### config.mk
export PLATFORM = sky130hd
export DESIGN_NAME = lms_lamps
export DESIGN_NICKNAME = d
export VERILOG_FILES = /design/src/lms_pkg.sv /design/src/lms_lamps.sv
export SDC_FILE = /design/constraint.sdc
export NUM_CORES = 1
export LEC_CHECK = 0
export BUFFER_PORTS_ARGS = -buffer_cell sky130_fd_sc_hd__buf_2
export CORE_AREA = 2 2 218 242
export CTS_BUF_LIST = sky130_fd_sc_hd__clkbuf_16
export DETAILED_ROUTE_END_ITERATION = 6
export DIE_AREA = 0 0 220 244
export PLACE_DENSITY = 0.83
export SLEW_MARGIN = 20
export SYNTH_ARGS = -nofsm -noshare
export SYNTH_HDL_FRONTEND = slang
export SYNTH_SLANG_ARGS = --single-unit
### constraint.sdc
create_clock -name pclk -period 8.4 [get_ports pclk]
set_input_delay 0.84 -clock pclk [delete_from_list [all_inputs] [get_ports pclk]]
set_output_delay 0.84 -clock pclk [all_outputs]
set_load 0.005 [all_outputs]
### src/lms_pkg.sv
// Purpose: Constants and types for the link monitor status lamps.
// Assumes: 20 MHz module clock, APB register access.
// Notes: Times are in milliseconds; the block counts them in millisecond ticks.
package lms_pkg;
    // ------------------------------------------------------------
    // Register map
    // ------------------------------------------------------------
    localparam logic [11:0] ADDR_CTRL = 12'h000;
    localparam logic [11:0] ADDR_STAT = 12'h004;
    localparam logic [11:0] ADDR_TMO = 12'h008;
    localparam int CTRL_LARGE = 0;
    localparam int CTRL_UNI = 1;
    localparam int CTRL_SWAP = 2;
    localparam int CTRL_WID = 4;
    localparam logic [31:0] CTRL_RST = 32'h00000031;
    localparam logic [15:0] TMO_RST = 16'h03E8;
    // ------------------------------------------------------------
    // Timing
    // ------------------------------------------------------------
    localparam int CLK_HZ = 20000000;
    localparam int MS_CYC = CLK_HZ / 1000;
    localparam int READY_MS = 5000;
    localparam int ACCESS_MS = 50;
    localparam int BLINK_MS = 250;
    localparam int STEP_MS = 100;
    // ------------------------------------------------------------
    // Lane rate codes and lamp positions
    // ------------------------------------------------------------
    localparam logic [1:0] RATE_NONE = 2'h0;
    localparam logic [1:0] RATE_2G5 = 2'h1;
    localparam logic [1:0] RATE_5G0 = 2'h2;
    localparam logic [1:0] RATE_8G0 = 2'h3;
    localparam int L_RDN = 0;
    localparam int L_RUP = 3;
    localparam int L_DIAG = 6;
    localparam int L_CLK = 7;
    localparam int L_LKDN = 8;
    localparam int L_LKUP = 9;
    localparam int L_PROG = 10;
    localparam int L_ACT = 16;
    localparam int S_DIAG = 3;
    localparam int S_CLK = 4;
    localparam int S_LKDN = 5;
    localparam int S_LKUP = 6;
    localparam int S_ACT = 7;
    typedef struct packed {
        logic [15:0] sym_lock;
        logic [15:0] eidle;
        logic [1:0] rate_dn;
        logic [1:0] rate_up;
        logic clk_lock;
        logic diag_pass;
        logic por_done;
        logic armed;
        logic trig;
        logic acq_done;
        logic run;
        logic deskewed;
    } lms_in_t;
    typedef enum logic [1:0] {
        PG_OFF = 2'b00,
        PG_ROW3 = 2'b01,
        PG_ROW4 = 2'b10,
        PG_ROW5 = 2'b11
    } lms_prog_t;
endpackage

### src/lms_lamps.sv
// Purpose: Front-panel lamp driver of a serial-link capture module.
// Assumes: Monitor inputs arrive asynchronously; APB zero-wait slave.
// Notes: Lamp word layout depends on the variant bit in the control register.
//
// The APB interface to the registers and the address map were chosen for this implementation.
`timescale 1ns/1ps
module lms_lamps #(
    parameter int MS_CYC = lms_pkg::MS_CYC,
    parameter int READY_MS = lms_pkg::READY_MS
) (
    input wire logic pclk, // Module clock.
    input wire logic presetn, // Asynchronous reset, active low.
    input wire logic psel, // APB select.
    input wire logic penable, // APB enable.
    input wire logic pwrite, // APB write.
    input wire logic [11:0] paddr, // APB byte address.
    input wire logic [31:0] pwdata, // APB write data.
    output logic [31:0] prdata, // APB read data.
    output logic pready, // APB ready.
    output logic pslverr, // APB error on unmapped address.
    input wire lms_pkg::lms_in_t mon_i, // Receiver and acquisition status.
    output logic ready_lamp, // Ready lamp.
    output logic host_access_lamp, // Host access lamp.
    output logic armed_lamp, // Armed lamp.
    output logic triggered_lamp, // Triggered lamp.
    output logic [31:0] panel_lamp, // Rate, status and activity lamps.
    output logic ready_fault // Power-on did not finish in time.
);
    // ------------------------------------------------------------
    // Input synchronisers and APB slave
    // ------------------------------------------------------------
    lms_pkg::lms_in_t in1_ff, in_s, in_d;
    logic [31:0] ctrl_ff, prdata_ff, panel_ff;
    logic [15:0] tmo_ff;
    logic pready_ff, pslverr_ff;
    logic setup, wr_en, mapped;
    assign setup = psel && !penable;
    assign wr_en = psel && penable && pready_ff && pwrite;
    assign mapped = paddr == lms_pkg::ADDR_CTRL || paddr == lms_pkg::ADDR_STAT
        || paddr == lms_pkg::ADDR_TMO;

    always_ff @(posedge pclk or negedge presetn) begin
        if (!presetn) begin
            in1_ff <= '0;
            in_s <= '0;
            in_d <= '0;
        end else begin
            in1_ff <= mon_i;
            in_s <= in1_ff;
            in_d <= in_s;
        end
    end

    // Answer is prepared in the setup cycle, so every access has no wait state.
    always_ff @(posedge pclk or negedge presetn) begin
        if (!presetn) begin
            pready_ff <= 1'b0;
            pslverr_ff <= 1'b0;
            prdata_ff <= 32'h00000000;
        end else begin
            pready_ff <= setup;
            pslverr_ff <= setup && !mapped;
            if (setup) begin
                unique case (paddr)
                    lms_pkg::ADDR_CTRL: prdata_ff <= ctrl_ff;
                    lms_pkg::ADDR_STAT: prdata_ff <= panel_ff;
                    lms_pkg::ADDR_TMO: prdata_ff <= {16'h0000, tmo_ff};
                    default: prdata_ff <= 32'h00000000;
                endcase
            end
        end
    end

    always_ff @(posedge pclk or negedge presetn) begin
        if (!presetn) begin
            ctrl_ff <= lms_pkg::CTRL_RST;
            tmo_ff <= lms_pkg::TMO_RST;
        end else if (wr_en) begin
            if (paddr == lms_pkg::ADDR_CTRL)
                ctrl_ff <= pwdata & 32'h00000037;
            if (paddr == lms_pkg::ADDR_TMO)
                tmo_ff <= pwdata[15:0];
        end
    end

    logic lg, uni, swap;
    logic [1:0] wid;
    assign lg = ctrl_ff[lms_pkg::CTRL_LARGE];
    assign uni = ctrl_ff[lms_pkg::CTRL_UNI];
    assign swap = ctrl_ff[lms_pkg::CTRL_SWAP];
    assign wid = ctrl_ff[lms_pkg::CTRL_WID +: 2];

    // ------------------------------------------------------------
    // Millisecond tick and shared blink
    // ------------------------------------------------------------
    logic [15:0] ms_cnt_ff;
    logic tick, blink_ff;
    logic [7:0] blink_cnt_ff;
    assign tick = ms_cnt_ff == 16'(MS_CYC - 1);

    always_ff @(posedge pclk or negedge presetn) begin
        if (!presetn)
            ms_cnt_ff <= 16'h0000;
        else
            ms_cnt_ff <= tick ? 16'h0000 : ms_cnt_ff + 16'h0001;
    end

    // A single divider keeps every blinking lamp in phase.
    always_ff @(posedge pclk or negedge presetn) begin
        if (!presetn) begin
            blink_cnt_ff <= 8'h00;
            blink_ff <= 1'b0;
        end else if (tick) begin
            if (blink_cnt_ff == 8'(lms_pkg::BLINK_MS - 1)) begin
                blink_cnt_ff <= 8'h00;
                blink_ff <= !blink_ff;
            end else begin
                blink_cnt_ff <= blink_cnt_ff + 8'h01;
            end
        end
    end

    // ------------------------------------------------------------
    // Ready, access, armed and triggered lamps
    // ------------------------------------------------------------
    logic [12:0] por_cnt_ff;
    logic [5:0] acc_cnt_ff;
    logic ready_ff, fault_ff, acc_ff, armed_ff, trig_ff;
    logic trig_rise, done_rise;
    assign trig_rise = in_s.trig && !in_d.trig;
    assign done_rise = in_s.acq_done && !in_d.acq_done;

    always_ff @(posedge pclk or negedge presetn) begin
        if (!presetn) begin
            ready_ff <= 1'b0;
            fault_ff <= 1'b0;
            por_cnt_ff <= 13'h0000;
        end else begin
            if (in_s.por_done)
                ready_ff <= 1'b1;
            if (tick && !ready_ff && por_cnt_ff != 13'(READY_MS))
                por_cnt_ff <= por_cnt_ff + 13'h0001;
            fault_ff <= !ready_ff && por_cnt_ff == 13'(READY_MS);
        end
    end

    // The lamp is stretched so a single bus cycle is visible to the eye.
    always_ff @(posedge pclk or negedge presetn) begin
        if (!presetn) begin
            acc_cnt_ff <= 6'h00;
            acc_ff <= 1'b0;
        end else begin
            if (setup)
                acc_cnt_ff <= 6'(lms_pkg::ACCESS_MS);
            else if (tick && acc_cnt_ff != 6'h00)
                acc_cnt_ff <= acc_cnt_ff - 6'h01;
            acc_ff <= acc_cnt_ff != 6'h00;
        end
    end

    always_ff @(posedge pclk or negedge presetn) begin
        if (!presetn) begin
            armed_ff <= 1'b0;
            trig_ff <= 1'b0;
        end else begin
            armed_ff <= in_s.armed;
            if (trig_rise)
                trig_ff <= 1'b1;
            else if (done_rise)
                trig_ff <= 1'b0;
        end
    end

    // ------------------------------------------------------------
    // Link rate columns
    // ------------------------------------------------------------
    logic [1:0] rate_dn_ff, rate_up_ff;

    // Each rate code (down and up) is taken only after two equal samples, to mask a code in flight.
    always_ff @(posedge pclk or negedge presetn) begin
        if (!presetn) begin
            rate_dn_ff <= lms_pkg::RATE_NONE;
            rate_up_ff <= lms_pkg::RATE_NONE;
        end else begin
            if (in_s.rate_dn == in_d.rate_dn && in_s.rate_dn != lms_pkg::RATE_NONE)
                rate_dn_ff <= in_s.rate_dn;
            if (in_s.rate_up == in_d.rate_up && in_s.rate_up != lms_pkg::RATE_NONE)
                rate_up_ff <= in_s.rate_up;
        end
    end

    function automatic logic [2:0] rate_rows(input logic [1:0] r);
        rate_rows = {r == lms_pkg::RATE_8G0, r == lms_pkg::RATE_5G0, r == lms_pkg::RATE_2G5};
    endfunction

    function automatic logic [7:0] lane_mask(input logic [1:0] w);
        lane_mask = 8'((9'h002 << ((9'h001 << w) - 9'h001)) - 9'h001);
    endfunction

    // ------------------------------------------------------------
    // Per-lane idle timeout and activity
    // ------------------------------------------------------------
    logic [15:0] idle_cnt_ff [16];
    logic [15:0] act;

    always_ff @(posedge pclk or negedge presetn) begin
        if (!presetn) begin
            for (int i = 0; i < 16; i++)
                idle_cnt_ff[i] <= 16'h0000;
        end else begin
            for (int i = 0; i < 16; i++) begin
                if (!in_s.eidle[i] || in_s.sym_lock[i])
                    idle_cnt_ff[i] <= 16'h0000;
                else if (tick && idle_cnt_ff[i] < tmo_ff)
                    idle_cnt_ff[i] <= idle_cnt_ff[i] + 16'h0001;
            end
        end
    end

    always_comb begin
        for (int i = 0; i < 16; i++) begin
            if (in_s.sym_lock[i])
                act[i] = 1'b1;
            else if (in_s.eidle[i])
                act[i] = idle_cnt_ff[i] < tmo_ff;
            else
                act[i] = blink_ff;
        end
    end

    // ------------------------------------------------------------
    // Acquisition progress
    // ------------------------------------------------------------
    lms_pkg::lms_prog_t pg_ff;
    logic [6:0] step_cnt_ff;

    always_ff @(posedge pclk or negedge presetn) begin
        if (!presetn) begin
            pg_ff <= lms_pkg::PG_OFF;
            step_cnt_ff <= 7'h00;
        end else if (!in_s.run) begin
            pg_ff <= lms_pkg::PG_OFF;
            step_cnt_ff <= 7'h00;
        end else begin
            if (tick)
                step_cnt_ff <= step_cnt_ff + 7'h01;
            unique case (pg_ff)
                lms_pkg::PG_OFF: begin
                    pg_ff <= lms_pkg::PG_ROW3;
                    step_cnt_ff <= 7'h00;
                end
                lms_pkg::PG_ROW3: if (step_cnt_ff == 7'(lms_pkg::STEP_MS)) begin
                    pg_ff <= lms_pkg::PG_ROW4;
                end
                lms_pkg::PG_ROW4: if (in_s.deskewed) begin
                    pg_ff <= lms_pkg::PG_ROW5;
                end
                lms_pkg::PG_ROW5: if (!in_s.deskewed) begin
                    pg_ff <= lms_pkg::PG_ROW4;
                end
            endcase
        end
    end

    // ------------------------------------------------------------
    // Lamp word assembly
    // ------------------------------------------------------------
    logic [7:0] mdn, mup, adn, aup, ldn, lup, edn, eup;
    logic lk_dn, lk_up;
    logic [2:0] prog;
    logic [31:0] nxt_panel;

    always_comb begin
        mdn = lane_mask(lg ? wid : (wid > 2'h2 ? 2'h2 : wid));
        mup = mdn;
        adn = swap ? act[15:8] : act[7:0];
        aup = swap ? act[7:0] : act[15:8];
        ldn = swap ? in_s.sym_lock[15:8] : in_s.sym_lock[7:0];
        lup = swap ? in_s.sym_lock[7:0] : in_s.sym_lock[15:8];
        edn = swap ? in_s.eidle[15:8] : in_s.eidle[7:0];
        eup = swap ? in_s.eidle[7:0] : in_s.eidle[15:8];
        lk_dn = &((ldn | edn) | ~mdn);
        lk_up = &((lup | eup) | ~mup);
        if (uni) begin
            lk_dn = lk_dn && lk_up;
            lk_up = 1'b0;
        end
        if (lk_dn && &(edn | ~mdn) && (uni ? &(eup | ~mup) : 1'b1))
            lk_dn = blink_ff;
        if (lk_up && &(eup | ~mup))
            lk_up = blink_ff;
        unique case (pg_ff)
            lms_pkg::PG_OFF: prog = 3'h0;
            lms_pkg::PG_ROW3: prog = 3'h1;
            lms_pkg::PG_ROW4: prog = 3'h3;
            lms_pkg::PG_ROW5: prog = 3'h7;
        endcase
        nxt_panel = 32'h00000000;
        if (lg) begin
            nxt_panel[lms_pkg::L_RDN +: 3] = rate_rows(rate_dn_ff);
            nxt_panel[lms_pkg::L_RUP +: 3] = rate_rows(rate_up_ff);
            nxt_panel[lms_pkg::L_DIAG] = in_s.diag_pass;
            nxt_panel[lms_pkg::L_CLK] = in_s.clk_lock;
            nxt_panel[lms_pkg::L_LKDN] = lk_dn;
            nxt_panel[lms_pkg::L_LKUP] = lk_up;
            nxt_panel[lms_pkg::L_PROG +: 3] = prog;
            nxt_panel[lms_pkg::L_ACT +: 16] = {aup & mup, adn & mdn};
        end else begin
            nxt_panel[lms_pkg::L_RDN +: 3] = rate_rows(rate_dn_ff);
            nxt_panel[lms_pkg::S_DIAG] = in_s.diag_pass;
            nxt_panel[lms_pkg::S_CLK] = in_s.clk_lock;
            nxt_panel[lms_pkg::S_LKDN] = lk_dn;
            nxt_panel[lms_pkg::S_LKUP] = lk_up;
            nxt_panel[lms_pkg::S_ACT +: 8] = {aup[3:0] & mup[3:0], adn[3:0] & mdn[3:0]};
        end
    end

    always_ff @(posedge pclk or negedge presetn) begin
        if (!presetn)
            panel_ff <= 32'h00000000;
        else
            panel_ff <= nxt_panel;
    end

    assign prdata = prdata_ff;
    assign pready = pready_ff;
    assign pslverr = pslverr_ff;
    assign ready_lamp = ready_ff;
    assign host_access_lamp = acc_ff;
    assign armed_lamp = armed_ff;
    assign triggered_lamp = trig_ff;
    assign panel_lamp = panel_ff;
    assign ready_fault = fault_ff;
endmodule

==> results.md <==
- The count of port buffers added during placement is 146.
- After detailed routing, the total wire length is about 75000 um.
- Global routing finished with a remaining overflow of 0.
- The largest fanout of any net on the critical path is 17.
- In this run the count of I/O pins placed on the die edge is 164.
- The first global-routing pass estimated 121000 um of wire.
- The required time reported for the critical path endpoint is ~8.9 ns.
- The number of gates resized after cts is 0.
- TritonCTS built the clock tree.
- For the final routed database, the setup TNS stands at 0 ns.
- The final core utilization is roughly three fifths.
- The area inside the core boundary is a little over 0.05 mm^2.
- The post-CTS repair timing setup buffer count is 0.
- The kind of cell with the highest combined delay along the critical path is compound AO/OA/AOI/OAI gates.
- The sort of element at the start of the critical path is a flop.
- The switching share of power is between 20% and 30%.
- In the synthesized netlist the dominant register cell turns out to be dfrtp_1.
- The share of total power in combinational logic is 3.1%.
- At the end of routability-driven placement, the weighted congestion stood at 0.912.
- Across all layers, the routed design uses roughly 24000 vias.
- The count of buffering cells on the critical path with inverters included is 2.
- The pre-antenna-repair detailed-routing pass consisted of 5 iterations.
- Once the floorplan was initialized, standard cells occupied 54.7% of the core.
- Buffers inserted during clock tree synthesis total just over 50.
- The via count of the first global-routing pass is 23800.
- The cell with the largest stage delay on the worst path is a221oi_2.
- The sequential fraction of design power is between 50% and 60%.
- The maximum vdd drop is about 0.00016 V.
- The number of failing setup endpoints in the final timing report is 0.
- The initialized floorplan defines 87 standard-cell rows.
- The fmax is between 0.2 and 0.3 GHz.
- The number of nets in the synthesized netlist is between 3000 and 4000.
- The total number of H-tree levels is 2.
- Headroom to the max-slew limit came out at between 30% and 40%.
- For this design the static power due to leakage is roughly 14 nW.
- Yosys attributes the largest share of cell area to dfrtp_1, ha_1, nand2_1, a21oi_1, o21ai_0.
- The total count of hold-check failures in the final report was 0.
- The design internal power is approximately 3.8 mW.
- The cell that appears most often on the critical path is a21o_1.
- Traced cell by cell, the critical path runs through inv_1 -> buf_4 -> ha_1 -> a21o_1 -> a21o_1 -> a211o_1 -> a221oi_2 -> nand3_1 -> or3_1 -> a21oi_1.
- Entering global routing, the biggest net connects between 80 and 90 pins.
- The critical setup path kind is reg2reg.
- The width of the die is ~220 um.
- The share of post-route cells with drive strength above 1 is ~10%.
- The share of synthesized area in the top cell type comes to approximately 44%.
- The insertion delay to the later sink of the worst-skew pair is around 0.63 ns.
- The relative area change from synthesis to final layout is 11.2%.
- The clock slew at the register clock pins of the worst setup and hold paths is approximately 0.06 ns.
- The largest single stage delay on the critical path is a little over 0.8 ns.
- The number of pins with negative max-slew slack in the final report is 0.
- The number of clock sinks is between 400 and 500.
- The average size of a mapped cell is ~9.6 um^2.
- Yosys printed 0 warnings.
- After synthesis the netlist holds a flip-flop and latch count of around 500.
- The run finished with clean final reports.
- For this design the total switching power over the nets is between 1 and 1.5 mW.
- The share of flip-flops with an asynchronous set or reset is 100%.
- The total number of nets in the final design is between 3000 and 4000.
- The count of nets left with antenna violations once routing finished came out at 0.
- The count of maximum capacitance violations is 0.
- Setup repair after global routing left no endpoint under its margin.
- The number of cells produced by synthesis is 2897.
- The transition time at the pin with the least slew margin is 1.03 ns.
- The library cell used as clock root buffer is clkbuf_16.
- The cell area after synthesis is ~0.028 mm^2.
- The worst setup path is captured at a flop.
- Using the TritonRoute via totals, the vias-per-cell ratio works out to approximately 6.3.
- After detailed routing, the number of remaining DRC violations is 0.
- STA puts the critical path data arrival time at 4.47 ns.
- For this design, the CTS-stage hold fixing added 0 buffers.
- The smallest clock period supported by the final layout is computed as 3.94 ns.
- The count of unique library cells instantiated by Yosys is 84.
- The cell area power density is between 150 and 200 mW/mm^2.
- After the first detailed-routing iteration, the DRC count stood at 2230.
- The worst setup skew after layout is between 0.02 and 0.03 ns.
- The HPWL reported at the end of detailed placement is ~50000 um.
- The largest area contributor in the synthesized netlist is dfrtp_1.
- The portion of the post-synthesis area used by sequential elements is between 40 and 50%.
- Global routing consumed, over all layers together, around 28% of the routing resources.
- The die extent in y is between 200 and 250 um.
- The number of antenna violations at the first check in global routing is 2.
- The part of the power in the clock network is a little under half.
- The maximum clock insertion buffer count is 3.
- The synthesized design contains 0 enable-type register cells.
- The wire length per cell is about 20 um.
- The ratio of final minimum period to clock period is 46.9%.
- The class of the tightest hold or removal check is in2async.
- The floorplan step defined a die boundary enclosing roughly 0.054 mm^2.
[per-layer routing]
metal	global-route usage, %	share of wire, %	vias up
met1	34.9	39	11500
met2	46.1	47	1014
met3	4.86	7.9	297
li1	-	-	10900
met5	0	0	-
met4	15.5	6.3	0
[cells by family (layout without fill, tap and decap cells)]
kind of cell             after synthesis  in the layout  synth area share [%]
AO/OA/AOI/OAI                        622            622                  13.9
multiplexers                          38             38                  1.42
adder cells (fa/ha/maj)              266            266                  11.9
XOR/XNOR                             147            147                  4.62
flip-flops                           498            498                  44.7
buffers and inverters                191            363                  2.65
AND/OR/NAND/NOR                     1134           1134                  20.7
other                                  1              2                0.0135
[cell usage in the layout, fill, tap and decap left out, drive strengths merged, types with 9 or more instances in the layout]
| master | Yosys | layout |
|---|---|---|
| nand2 | 271 | 271 |
| ha | 266 | 266 |
| clkbuf | 73 | 51 |
| mux2i | 25 | 25 |
| buf | 22 | 178 |
| a22oi | 11 | 11 |
| and4 | 26 | 26 |
| xor2 | 41 | 41 |
| a211oi | 24 | 24 |
| nand2b | 44 | 44 |
| or3 | 86 | 86 |
| mux2 | 13 | 13 |
| or4 | 31 | 31 |
| and3 | 36 | 36 |
| o2111ai | 18 | 18 |
| a31oi | 16 | 16 |
| xnor2 | 106 | 106 |
| o211ai | 38 | 38 |
| and2 | 28 | 28 |
| nor2b | 26 | 26 |
| a21o | 24 | 24 |
| a2111oi | 19 | 19 |
| a21oi | 202 | 202 |
| nor4 | 28 | 28 |
| dfstp | 9 | 9 |
| nand4 | 88 | 88 |
| o31ai | 14 | 14 |
| nand3 | 120 | 120 |
| nor3 | 76 | 76 |
| dfrtp | 489 | 489 |
| clkinv | 1 | 14 |
| inv | 95 | 109 |
| nor2 | 237 | 237 |
| o21ai | 190 | 190 |
[worst reg2reg max path, cell delays in order, from the launching register on]
cell,delay (ns)
dfstp_2,0.53
inv_1,0.04
buf_4,0.27
ha_1,0.40
a21o_1,0.16
a21o_1,0.17
a211o_1,0.30
a221oi_2,0.83
nand3_1,0.51
or3_1,0.48
a21oi_1,0.15
[registers in the layout, summed over array words and instances, names as in the netlist, 2 cells and up]
register and flops:
idle_cnt_ff 256, in1_ff 44, in_s 44, prdata 32
panel_lamp 31, ms_cnt_ff 16, tmo_ff 16, por_cnt_ff 13
blink_cnt_ff 8, step_cnt_ff 7, acc_cnt_ff 6, in_d 6
ctrl_ff 5, pg_ff 2, rate_dn_ff 2, rate_up_ff 2
[power by group through the flow]
stage / clock network [mW] / registers, mW / logic (mW)
global placement: 0 / 2.51 / 0.145
finish: 2.28 / 2.47 / 0.150
CTS: 2.31 / 2.47 / 0.151
floorplan: 0 / 2.49 / 0.0578
detailed placement: 0 / 2.51 / 0.150
global route: 2.41 / 2.47 / 0.168
[path summary, 6_finish.rpt]
kind / cells after the start / to / from / slack, ns
max: 10 / idle_cnt_ff[239] / tmo_ff[9] / 4.46
min: 1 / ms_cnt_ff[15] / presetn / 0.19
max reg2reg: 10 / idle_cnt_ff[239] / tmo_ff[9] / 4.46
min reg2reg: 0 / in_s[40] / in1_ff[40] / 0.35
max in group asynchronous: 3 / prdata[21] / presetn / 6.05
min in group pclk: 1 / in1_ff[10] / mon_i[10] / 0.32
[layout make-up]
| type | instances | area [um^2] |
|---|---|---|
| fillers | 3985 | 19900 |
| multi-input cells | 2208 | 14700 |
| flip-flops and latches | 498 | 12500 |
| clock buffers | 51 | 1280 |
| repair buffers | 178 | 988 |
| well taps | 667 | 835 |
| clock inverters | 38 | 382 |
| inverters | 96 | 360 |
| diodes | 1 | 2.50 |
[Yosys cell counts, types with 14 or more instances]
cell type / instances
a211oi_1: 24
a21o_1: 24
a21oi_1: 202
a31oi_1: 15
and2_1: 24
and3_1: 36
and4_1: 26
clkbuf_1: 73
dfrtp_1: 489
ha_1: 266
inv_1: 95
mux2i_1: 25
nand2_1: 271
nand2b_1: 44
nand3_1: 120
nand4_1: 87
nor2_1: 236
nor2b_1: 26
nor3_1: 75
nor4_1: 27
o2111ai_1: 17
o211ai_1: 37
o21ai_0: 188
o31ai_1: 14
or3_1: 86
or4_1: 31
xnor2_1: 106
xor2_1: 41
[metrics by stage]
step	total power [mW]	setup WS, ns	hold WS [ns]	cells	cell area (um^2)
after floorplan	2.55	5.56	0.331	2897	27900
final	4.90	4.46	0.187	3737	31000
after CTS	4.93	4.52	0.198	3736	31000
after global routing	5.05	4.30	0.238	3737	31000
after global placement	2.65	4.59	0.334	3647	29300
after detailed placement	2.66	4.55	0.337	3647	29300
Power figures use the tool's default switching activity.
